### src/rtcac_map.svh
// Register offsets, field positions and reset values of the clock block.
// Assumes byte addresses on a 16-bit offset bus, 32-bit word data.
`ifndef RTCAC_MAP_SVH
`define RTCAC_MAP_SVH

`define RTCAC_OFS_ALARM_CONTROL    16'h0010
`define RTCAC_OFS_TIME_VALUE       16'h0020
`define RTCAC_OFS_DATE_VALUE       16'h0030
`define RTCAC_OFS_ALARM_TIME_VALUE 16'h0040
`define RTCAC_OFS_ALARM_DATE_VALUE 16'h0050
`define RTCAC_OFS_CLOCK_CONTROL    16'h0C00

`define RTCAC_ALIAS_PLAIN 2'h0
`define RTCAC_ALIAS_CLR   2'h1
`define RTCAC_ALIAS_SET   2'h2
`define RTCAC_ALIAS_INV   2'h3

`define RTCAC_RST_ALARM_CONTROL 32'h0000_0000
`define RTCAC_RST_CLOCK_CONTROL 32'h0000_0000

// Clock control bits
`define RTCAC_CC_ON         15
`define RTCAC_CC_WRITE_UNLK 3
`define RTCAC_CC_SYNC       2
`define RTCAC_CC_HALFSEC    1
`define RTCAC_CC_MASK       32'h03FF_AFFF

// Alarm control bits
`define RTCAC_AC_ENABLE     15
`define RTCAC_AC_CONT_RPT   14
`define RTCAC_AC_PULSE      13
`define RTCAC_AC_SYNC       12
`define RTCAC_AC_MASK       32'h0000_FFFF

// Valid bits of the value registers
`define RTCAC_TIME_MASK     32'hFFFF_FF00
`define RTCAC_DATE_MASK     32'hFFFF_FF0F
`define RTCAC_ADATE_MASK    32'h00FF_FF0F

// Ticks per second at 100 MHz
`define RTCAC_CLK_HZ        100000000
`define RTCAC_SEC_TICKS     (`RTCAC_CLK_HZ)

`endif

### src/rtcac_pkg.sv
// Types shared by the clock block.
// Assumes the map header is compiled alongside.
`default_nettype none
package rtcac_pkg;
  typedef struct packed {
    logic [15:0] addr;
    logic [31:0] wdata;
    logic        wr;
    logic        rd;
  } rtcac_bus_req_t;

  typedef enum logic [1:0] {
    RTCAC_AL_IDLE,
    RTCAC_AL_FIRED
  } rtcac_al_state_t;
endpackage
`default_nettype wire

### src/rtcac_top.sv
// Real-time clock and calendar with alarm and repeat counter.
// Assumes a single 100 MHz clock and a power-on reset separate from RSTN_I.
//
// Local design decision: strobed register access.
`include "rtcac_map.svh"
`default_nettype none

module rtcac_top
  import rtcac_pkg::*;
#(
  parameter int unsigned SEC_TICKS = `RTCAC_SEC_TICKS
) (
  input  wire logic        CLK_SYS_I,
  input  wire logic        RSTN_I,
  input  wire logic        POR_N_I,
  input  wire logic [15:0] ADDR_I,
  input  wire logic [31:0] WDATA_I,
  input  wire logic        WR_I,
  input  wire logic        RD_I,
  output var  logic [31:0] RDATA_O,
  output var  logic        ALARM_EVT_O,
  output var  logic        SEC_TICK_O
);

  rtcac_bus_req_t req;
  assign req = '{addr: ADDR_I, wdata: WDATA_I, wr: WR_I, rd: RD_I};

  logic [31:0] ctl_q, alc_q, time_q, date_q, atime_q, adate_q;
  logic [31:0] time_d, date_d, alc_d;
  logic [31:0] cnt_q;
  logic        tick;
  logic        fire;
  logic [1:0]  alias_sel;
  logic [15:0] base;
  logic        hit_ctl, hit_alc, hit_tim, hit_dat, hit_atm, hit_adt;
  logic        match_q;
  rtcac_al_state_t al_state_q;

  assign alias_sel = req.addr[3:2];
  assign base      = {req.addr[15:4], 4'h0};
  assign hit_ctl   = base == `RTCAC_OFS_CLOCK_CONTROL;
  assign hit_alc   = base == `RTCAC_OFS_ALARM_CONTROL;
  assign hit_tim   = base == `RTCAC_OFS_TIME_VALUE;
  assign hit_dat   = base == `RTCAC_OFS_DATE_VALUE;
  assign hit_atm   = base == `RTCAC_OFS_ALARM_TIME_VALUE;
  assign hit_adt   = base == `RTCAC_OFS_ALARM_DATE_VALUE;

  // Plain, clear, set, invert write of one register
  function automatic logic [31:0] alias_wr(input logic [31:0] cur,
                                           input logic [31:0] wd,
                                           input logic [1:0]  sel,
                                           input logic [31:0] msk);
    logic [31:0] r;
    r = cur;
    case (sel)
      `RTCAC_ALIAS_PLAIN: r = wd;
      `RTCAC_ALIAS_CLR:   r = cur & ~wd;
      `RTCAC_ALIAS_SET:   r = cur | wd;
      default:            r = cur ^ wd;
    endcase
    return r & msk;
  endfunction

  // BCD digit increment with wrap limit; carry out on wrap
  function automatic logic [4:0] bcd_inc(input logic [3:0] d,
                                         input logic [3:0] hi,
                                         input logic [3:0] lo);
    logic [4:0] r;
    r = (d >= hi) ? {1'b1, lo} : {1'b0, d + 4'h1};
    return r;
  endfunction

  // Second divider
  always_ff @(posedge CLK_SYS_I or negedge RSTN_I) begin
    if (!RSTN_I) begin
      cnt_q <= 32'h0000_0000;
    end else if (!ctl_q[`RTCAC_CC_ON] || cnt_q >= SEC_TICKS - 1) begin
      cnt_q <= 32'h0000_0000;
    end else begin
      cnt_q <= cnt_q + 32'h0000_0001;
    end
  end
  assign tick = ctl_q[`RTCAC_CC_ON] && (cnt_q == SEC_TICKS - 1);

  always_ff @(posedge CLK_SYS_I or negedge RSTN_I) begin
    if (!RSTN_I) begin
      SEC_TICK_O <= 1'b0;
    end else begin
      SEC_TICK_O <= tick;
    end
  end

  // Calendar advance with BCD carries
  always_comb begin
    logic [4:0] s1, s10, m1, m10, h1, h10, d1, d10, mo1, mo10, y1, y10;
    logic       c;
    logic [3:0] maxday;
    s1 = 5'h00; s10 = 5'h00; m1 = 5'h00; m10 = 5'h00; h1 = 5'h00;
    h10 = 5'h00; d1 = 5'h00; d10 = 5'h00; mo1 = 5'h00; mo10 = 5'h00;
    y1 = 5'h00; y10 = 5'h00; c = 1'b0; maxday = 4'h0;
    time_d = time_q;
    date_d = date_q;
    if (tick) begin
      s1 = bcd_inc(time_q[11:8], 4'h9, 4'h0);
      time_d[11:8] = s1[3:0];
      if (s1[4]) begin
        s10 = bcd_inc(time_q[15:12], 4'h5, 4'h0);
        time_d[15:12] = s10[3:0];
        if (s10[4]) begin
          m1 = bcd_inc(time_q[19:16], 4'h9, 4'h0);
          time_d[19:16] = m1[3:0];
          if (m1[4]) begin
            m10 = bcd_inc(time_q[23:20], 4'h5, 4'h0);
            time_d[23:20] = m10[3:0];
            if (m10[4]) begin
              if (time_q[31:28] == 4'h2 && time_q[27:24] >= 4'h3) begin
                time_d[31:24] = 8'h00;
                c = 1'b1;
              end else begin
                h1 = bcd_inc(time_q[27:24], 4'h9, 4'h0);
                time_d[27:24] = h1[3:0];
                if (h1[4]) begin
                  time_d[31:28] = time_q[31:28] + 4'h1;
                end
              end
            end
          end
        end
      end
      if (c) begin
        date_d[3:0] = (date_q[3:0] >= 4'h6) ? 4'h0
                                             : date_q[3:0] + 4'h1;
        case (date_q[23:16])
          8'h02:          maxday = 4'h8;
          8'h04, 8'h06,
          8'h09, 8'h11:   maxday = 4'h0;
          default:        maxday = 4'h1;
        endcase
        if (date_q[23:16] == 8'h02 &&
            date_q[25:24] == {date_q[28], 1'b0}) begin
          maxday = 4'h9; // Leap year: year digits divisible by four
        end
        if ((date_q[23:16] == 8'h02 && date_q[15:8] == {4'h2, maxday}) ||
            (date_q[23:16] != 8'h02 && date_q[15:8] == {4'h3, maxday})) begin
          date_d[15:8] = 8'h01;
          if (date_q[23:16] == 8'h12) begin
            date_d[23:16] = 8'h01;
            y1 = bcd_inc(date_q[27:24], 4'h9, 4'h0);
            date_d[27:24] = y1[3:0];
            if (y1[4]) begin
              y10 = bcd_inc(date_q[31:28], 4'h9, 4'h0);
              date_d[31:28] = y10[3:0];
            end
          end else begin
            mo1 = bcd_inc(date_q[19:16], 4'h9, 4'h0);
            date_d[19:16] = mo1[3:0];
            if (mo1[4]) begin
              date_d[23:20] = 4'h1;
            end
          end
        end else begin
          d1 = bcd_inc(date_q[11:8], 4'h9, 4'h0);
          date_d[11:8] = d1[3:0];
          if (d1[4]) begin
            date_d[15:12] = date_q[15:12] + 4'h1;
          end
        end
      end
    end
    d10 = 5'h00;
    mo10 = 5'h00;
  end

  // Clock control
  always_ff @(posedge CLK_SYS_I or negedge RSTN_I) begin
    if (!RSTN_I) begin
      ctl_q <= `RTCAC_RST_CLOCK_CONTROL;
    end else if (req.wr && hit_ctl) begin
      ctl_q <= alias_wr(ctl_q, req.wdata, alias_sel, `RTCAC_CC_MASK);
    end
  end

  // Time and date; a write beats the same-cycle advance
  always_ff @(posedge CLK_SYS_I or negedge RSTN_I) begin
    if (!RSTN_I) begin
      time_q <= 32'h0000_0000;
      date_q <= 32'h0001_0100;
    end else begin
      if (req.wr && hit_tim && ctl_q[`RTCAC_CC_WRITE_UNLK]) begin
        time_q <= alias_wr(time_q, req.wdata, alias_sel,
                           `RTCAC_TIME_MASK);
      end else begin
        time_q <= time_d;
      end
      if (req.wr && hit_dat && ctl_q[`RTCAC_CC_WRITE_UNLK]) begin
        date_q <= alias_wr(date_q, req.wdata, alias_sel, `RTCAC_DATE_MASK);
      end else begin
        date_q <= date_d;
      end
    end
  end

  // Alarm time and date
  always_ff @(posedge CLK_SYS_I or negedge RSTN_I) begin
    if (!RSTN_I) begin
      atime_q <= 32'h0000_0000;
      adate_q <= 32'h0000_0000;
    end else begin
      if (req.wr && hit_atm) begin
        atime_q <= alias_wr(atime_q, req.wdata, alias_sel, `RTCAC_TIME_MASK);
      end
      if (req.wr && hit_adt) begin
        adate_q <= alias_wr(adate_q, req.wdata, alias_sel,
                            `RTCAC_ADATE_MASK);
      end
    end
  end

  // Masked compare of current and alarm time
  logic match;
  always_comb begin
    match = 1'b0;
    case (alc_q[11:8])
      4'h0: match = 1'b1;
      4'h1: match = time_q[11:8] == atime_q[11:8];
      4'h2: match = time_q[15:8] == atime_q[15:8];
      4'h3: match = time_q[19:8] == atime_q[19:8];
      4'h4: match = time_q[23:8] == atime_q[23:8];
      4'h5: match = time_q[31:8] == atime_q[31:8];
      4'h6: match = time_q[31:8] == atime_q[31:8] &&
                    date_q[3:0] == adate_q[3:0];
      4'h7: match = time_q[31:8] == atime_q[31:8] &&
                    date_q[15:8] == adate_q[15:8];
      4'h8: match = time_q[31:8] == atime_q[31:8] &&
                    date_q[23:8] == adate_q[23:8];
      default: match = 1'b0;
    endcase
  end

  // One event per matching second
  assign fire = alc_q[`RTCAC_AC_ENABLE] && SEC_TICK_O && match;

  always_ff @(posedge CLK_SYS_I or negedge RSTN_I) begin
    if (!RSTN_I) begin
      al_state_q  <= RTCAC_AL_IDLE;
      ALARM_EVT_O <= 1'b0;
      match_q     <= 1'b0;
    end else begin
      ALARM_EVT_O <= fire;
      match_q     <= match;
      case (al_state_q)
        RTCAC_AL_IDLE:  al_state_q <= fire ? RTCAC_AL_FIRED : RTCAC_AL_IDLE;
        RTCAC_AL_FIRED: al_state_q <= RTCAC_AL_IDLE;
        default:        al_state_q <= RTCAC_AL_IDLE;
      endcase
    end
  end

  // Alarm control next value; hardware event wins over software write
  always_comb begin
    alc_d = alc_q;
    if (req.wr && hit_alc) begin
      alc_d = alias_wr(alc_q, req.wdata, alias_sel, `RTCAC_AC_MASK);
    end
    alc_d[`RTCAC_AC_SYNC] = ctl_q[`RTCAC_CC_ON] &&
                            cnt_q >= SEC_TICKS - 3;
    if (fire) begin
      alc_d[`RTCAC_AC_PULSE] = ~alc_q[`RTCAC_AC_PULSE];
      if (alc_q[7:0] != 8'h00 || alc_q[`RTCAC_AC_CONT_RPT]) begin
        alc_d[7:0] = alc_q[7:0] - 8'h01;
      end else begin
        alc_d[`RTCAC_AC_ENABLE] = 1'b0;
      end
    end
  end

  // Held only by power-on reset
  always_ff @(posedge CLK_SYS_I or negedge POR_N_I) begin
    if (!POR_N_I) begin
      alc_q <= `RTCAC_RST_ALARM_CONTROL;
    end else begin
      alc_q <= alc_d;
    end
  end

  // Read port, data one cycle after the strobe
  always_ff @(posedge CLK_SYS_I or negedge RSTN_I) begin
    if (!RSTN_I) begin
      RDATA_O <= 32'h0000_0000;
    end else if (req.rd && alias_sel == `RTCAC_ALIAS_PLAIN) begin
      RDATA_O <= hit_ctl ? ctl_q :
                 hit_alc ? alc_q :
                 hit_tim ? time_q :
                 hit_dat ? date_q :
                 hit_atm ? atime_q :
                 hit_adt ? adate_q : 32'h0000_0000;
    end else begin
      RDATA_O <= 32'h0000_0000;
    end
  end

  a_repeat_dec: assert property (@(posedge CLK_SYS_I) disable iff (!POR_N_I)
    fire && alc_q[7:0] != 8'h00 |=> alc_q[7:0] == $past(alc_q[7:0]) - 8'h01)
    else $error("repeat count not decremented");
  a_repeat_wrap: assert property (@(posedge CLK_SYS_I) disable iff (!POR_N_I)
    fire && alc_q[7:0] == 8'h00 && alc_q[14] |=> alc_q[7:0] == 8'hFF)
    else $error("repeat count did not wrap");
  a_enable_clear: assert property (@(posedge CLK_SYS_I) disable iff (!POR_N_I)
    fire && alc_q[7:0] == 8'h00 && !alc_q[14]
    |=> !alc_q[15] && alc_q[7:0] == 8'h00)
    else $error("alarm enable not cleared at end");
  a_time_locked: assert property (@(posedge CLK_SYS_I) disable iff (!RSTN_I)
    req.wr && hit_tim && !ctl_q[3] && !tick |=> $stable(time_q))
    else $error("locked time written");
  a_time_low: assert property (@(posedge CLK_SYS_I) disable iff (!RSTN_I)
    time_q[7:0] == 8'h00)
    else $error("time low byte not zero");
  a_sec_digit: assert property (@(posedge CLK_SYS_I) disable iff (!RSTN_I)
    tick && time_q[11:8] == 4'h9 && !(req.wr && hit_tim)
    |=> time_q[11:8] == 4'h0)
    else $error("second units did not carry");
  a_weekday_rng: assert property (@(posedge CLK_SYS_I) disable iff (!RSTN_I)
    tick && date_q[3:0] == 4'h6 && time_q[31:8] == 24'h235959
    && !(req.wr && hit_dat) |=> date_q[3:0] == 4'h0)
    else $error("weekday out of range");
  a_fire_cause: assert property (@(posedge CLK_SYS_I) disable iff (!RSTN_I)
    ALARM_EVT_O |-> $past(alc_q[15]) && match_q &&
    al_state_q == RTCAC_AL_FIRED)
    else $error("alarm without enable and match");
  a_set_alias: assert property (@(posedge CLK_SYS_I) disable iff (!RSTN_I)
    req.wr && hit_atm && alias_sel == 2'h2
    |=> (atime_q & $past(req.wdata) & 32'hFFFF_FF00)
        == ($past(req.wdata) & 32'hFFFF_FF00))
    else $error("set alias failed");

endmodule // rtcac_top
`default_nettype wire

### config.mk
export PLATFORM = sky130hd
export DESIGN_NAME = rtcac_top
export DESIGN_NICKNAME = d
export VERILOG_FILES = /design/src/rtcac_pkg.sv /design/src/rtcac_top.sv
export VERILOG_INCLUDE_DIRS = /design/src
export SDC_FILE = /design/constraint.sdc
export NUM_CORES = 1
export LEC_CHECK = 0
export CAP_MARGIN = 20
export CORE_UTILIZATION = 40
export CTS_BUF_LIST = sky130_fd_sc_hd__clkbuf_8
export DETAILED_ROUTE_END_ITERATION = 7
export DONT_BUFFER_PORTS = 1
export SYNTH_ARGS = -nofsm -noshare
export SYNTH_HDL_FRONTEND = slang
export SYNTH_SLANG_ARGS = --single-unit
export TNS_END_PERCENT = 10
### constraint.sdc
create_clock -name CLK_SYS_I -period 2.6 [get_ports CLK_SYS_I]
set_input_delay 0.52 -clock CLK_SYS_I [delete_from_list [all_inputs] [get_ports CLK_SYS_I]]
set_output_delay 0.52 -clock CLK_SYS_I [all_outputs]
set_load 0.01 [all_outputs]
==> summary.txt <==
STA
  • Setup-failing EPs final: 9
  • Setup WS post-layout: -0.04869 ns
  • Min cycle time layout: about 2.6 ns
  • Hold Slack: -0.3773 ns
  • RSZ-0062 raised after global routing: yes
  • Slew HR: 37.11%
  • Worst-Margin Slew: 0.9402 ns
  • Worst clock skew: around 0.056 ns
  • Setup TNS Final: -0.1978 ns
  • Final hold viol count: 186
  • Fin. max-slew vios: 0
  • Max Freq: 377.5 MHz
  • Crit share post-route: 101.9%

Cells and area
  • Fill cell count: 4,341
  • Nets: 2,702
  • Layout cells sized above 1: 14.72%
  • N_diodes: 0
  • Area growth syn-to-layout: 16.02%
  • Final Core Density: 47.05%

Die
  • Initial Util: 40.55%
  • # IOs: 87
  • Die Span Y: 216.3 um
  • FP Rows: 78
  • Die span in x: 216.3 um
  • Die ar.: 46,770 um^2
  • Core ar.: about 45,000 um^2

Routing
  • DR DRC count: 4
  • Detailed Routing Iterations Pass 1: 8
  • Via count: 16,319
  • Vias per inst: approximately 5.5
  • DRT antenna net count: 0
  • DR iter-0 viols: roughly 1,300
  • Routed wire length: 55,990 um
  • Routed WL per cell: 18.84 um

Clocking
  • CTS buffer count: 43
  • Clock slew at the register clock pins of the worst setup and hold paths: 0.06 ns
  • CTS H-tree depth: 2
  • Clock Latency Late Sink: about 0.63 ns
  • CTS sink cnt: 202
  • Max clock buf depth: 3
  • Root Buffer: clkbuf_8
  • Cts hold-fix bufs: 1
  • CTS tree: built

Global route
  • Initial antenna violation count: 1
  • Largest net degree at the start of global routing: ~370
  • First-pass GRT wire length: 89,230 um
  • Grt total ovfl: 0
  • Vias in the first global route: 16,263
  • GRT Overall Usage: 23.90%

Yosys
  • Synth Area in Compound Gates: 16.33%
  • Synth top area share: 27.26%
  • Unique masters post-synth: 72
  • Mapped Area: 18,360 um^2
  • Synthesized-area fraction occupied by adder cells: a little over a fifth
  • Sequential cell area fraction in the yosys report: 27.54%
  • Post-synthesis simple-gate area fraction: 19.09%
  • Synth top area cells: dfrtp_1 (27%), ha_1 (21%), a21oi_1 (5.5%), inv_1 (4.5%), o21ai_0 (4.5%)
  • Ys async rst share: 100.0%
  • Mapped Cells: 2,218
  • Yosys top cell by area: dfrtp_1
  • Yosys reg bits: 202
  • Post-synthesis mux area share: around 5.6%
  • Post-synth EDFFs: 0
  • Post-synthesis average cell area: 8.279 um^2
  • Post-Synth XOR/XNOR Area: 3.243%
  • Top_reg_cell synth: dfrtp_1
  • Largest family of logic cells by synthesized area: adder cells
  • Yosys warning total: 0

Power
  • Pwr Density: 358.5 nW/um^2
  • Overall Power: 7637 uW
  • Leak Pwr: 0.009995 uW
  • Maximum vdd drop: about 0.36 mV

Placement
  • Dpl ws: -0.1652 ns
  • Post-DP HPWL: 38,030 um
  • Port Buffers: 0
  • Gpl congestion: approximately 0.9

Critical path
  • Highest-delay cell along the critical path: or4_4
  • Critical Path Sink Type: register
  • Req. time, crit path: 3.11 ns
  • Worst Setup SP: cnt_q[10]$_DFF_PN0_
  • Critical path class: reg -> reg
  • R2r startpoint: cnt_q[10]$_DFF_PN0_
  • Max incr delay on CP: 0.59 ns
  • Crit-path cells: or4_4 -> nor4_4 -> nand4_4 -> or4_4 -> buf_6 -> nand2_8 -> nand4_4 -> a211oi_2 -> a21oi_1
  • Delay-heaviest family, CP: simple AND/OR/NAND/NOR gates
  • Crit path buf inv count: 1
  • CP Max Fanout: 8
  • Crit path DAT: 3.16 ns
  • CP Launch Type: register

Outcome
  • Failing checks: DRC, hold timing, setup timing
  • Status: complete, but fails checks

Min path
  • Hold Crit Class: in -> async

Run
  • Max-Cap Viols: 0
## path summary, 6_finish.rpt
kind | endpoint | slack, ns | depth (start not counted)
max in group asynchronous | alc_q[11]$_DFFE_PN0P_ | 1.50 | 1
min | date_q[3]$_DFFE_PN0P_ | -0.38 | 0
max reg2reg | date_q[29]$_DFFE_PN0P_ | -0.05 | 9
min reg2reg | RDATA_O[21]$_DFF_PN0_ | 0.51 | 2
max | date_q[29]$_DFFE_PN0P_ | -0.05 | 9
min in group CLK_SYS_I | RDATA_O[3]$_DFF_PN0_ | 0.14 | 2
## Yosys cell counts, types with 15 or more instances
master and number:
o22ai_1 16, nor2_1 173, xor2_1 51, mux2i_1 31
nand2_1 181, a211oi_1 43, and3_1 16, ha_1 309
clkbuf_1 107, nor2b_1 105, inv_1 220, nor4_1 16
dfrtp_1 200, nand4_1 15, a21oi_1 201, nor3_1 125
o21ai_0 164, xnor2_1 17, o21ai_1 18, nand3_1 28
mux4_2 30
## sequential cells by signal, summed over array words and instances (netlist names), 16 cells and up
signal and count:
RDATA_O 32, adate_q 20, alc_q 16, atime_q 24, cnt_q 32, ctl_q 24
date_q 28, time_q 24
## metal layers
| layer | global-route usage [%] | part of all wire (%) | vias to the layer above |
|---|---|---|---|
| li1 | - | - | 7901 |
| met4 | 7.559 | 2.9 | 0 |
| met1 | 31.44 | 44 | 7930 |
| met5 | 0 | 0 | - |
| met2 | 39.53 | 47 | 397 |
| met3 | 4.407 | 5.8 | 91 |
## report_power, final
group          internal [uW]  switching, uW  total, uW
clock network           2090           1650       3740
registers               3160           15.6       3180
logic                    332            390        722
## worst register-to-register path, cell delays in order (launching register included)
cell	delay [ns]
dfrtp_1	0.39
or4_4	0.56
nor4_4	0.20
nand4_4	0.15
or4_4	0.60
buf_6	0.16
nand2_8	0.09
nand4_4	0.16
a211oi_2	0.19
a21oi_1	0.07
## logic make-up (layout without fill, tap and decap cells)
family          after synthesis  count (layout)
other cells                   1               5
fa+ha+maj                   309             309
simple gates                710             710
buf+inv                     342             491
compound gates              521             521
mux                          65              65
flops                       202             202
xor+xnor                     68              68
## cells in the final DEF (no fill, tap or decap), types with 36 or more instances in the layout
cell	count
ha_1	309
clkbuf_8	55
nand2_1	176
buf_4	182
a21oi_1	201
xor2_1	51
dfrtp_1	198
a211oi_1	36
nor2b_1	105
nor3_1	123
inv_1	231
nor2_1	171
o21ai_0	162
## per-stage QoR
| step | cell area (um^2) | cells |
|---|---|---|
| after global placement | 20180 | 2888 |
| final | 21300 | 2971 |
| after floorplan | 18390 | 2222 |
| after global routing | 21300 | 2971 |
| after CTS | 21130 | 2965 |
| after detailed placement | 20180 | 2888 |
## cell type report
| cell class | instances | area, um^2 | area share, % |
|---|---|---|---|
| Clock inverter | 21 | 143.9 | 0.6754 |
| Timing Repair Buffer | 195 | 1567 | 7.353 |
| Inverter | 220 | 825.8 | 3.876 |
| Tap cell | 600 | 750.7 | 3.524 |
| Multi-Input combinational cell | 1678 | 12200 | 57.27 |
| Clock buffer | 55 | 757.0 | 3.553 |
| Sequential cell | 202 | 5060 | 23.75 |
## repair_timing
item	in CTS	in global routing
setup endpoints to repair	22	36
pin swaps	6	18
setup buffers	0	5
gates resized for setup	10	32
gates cloned	0	1
endpoints found under the hold margin	202	186
Power figures use the tool's default switching activity.
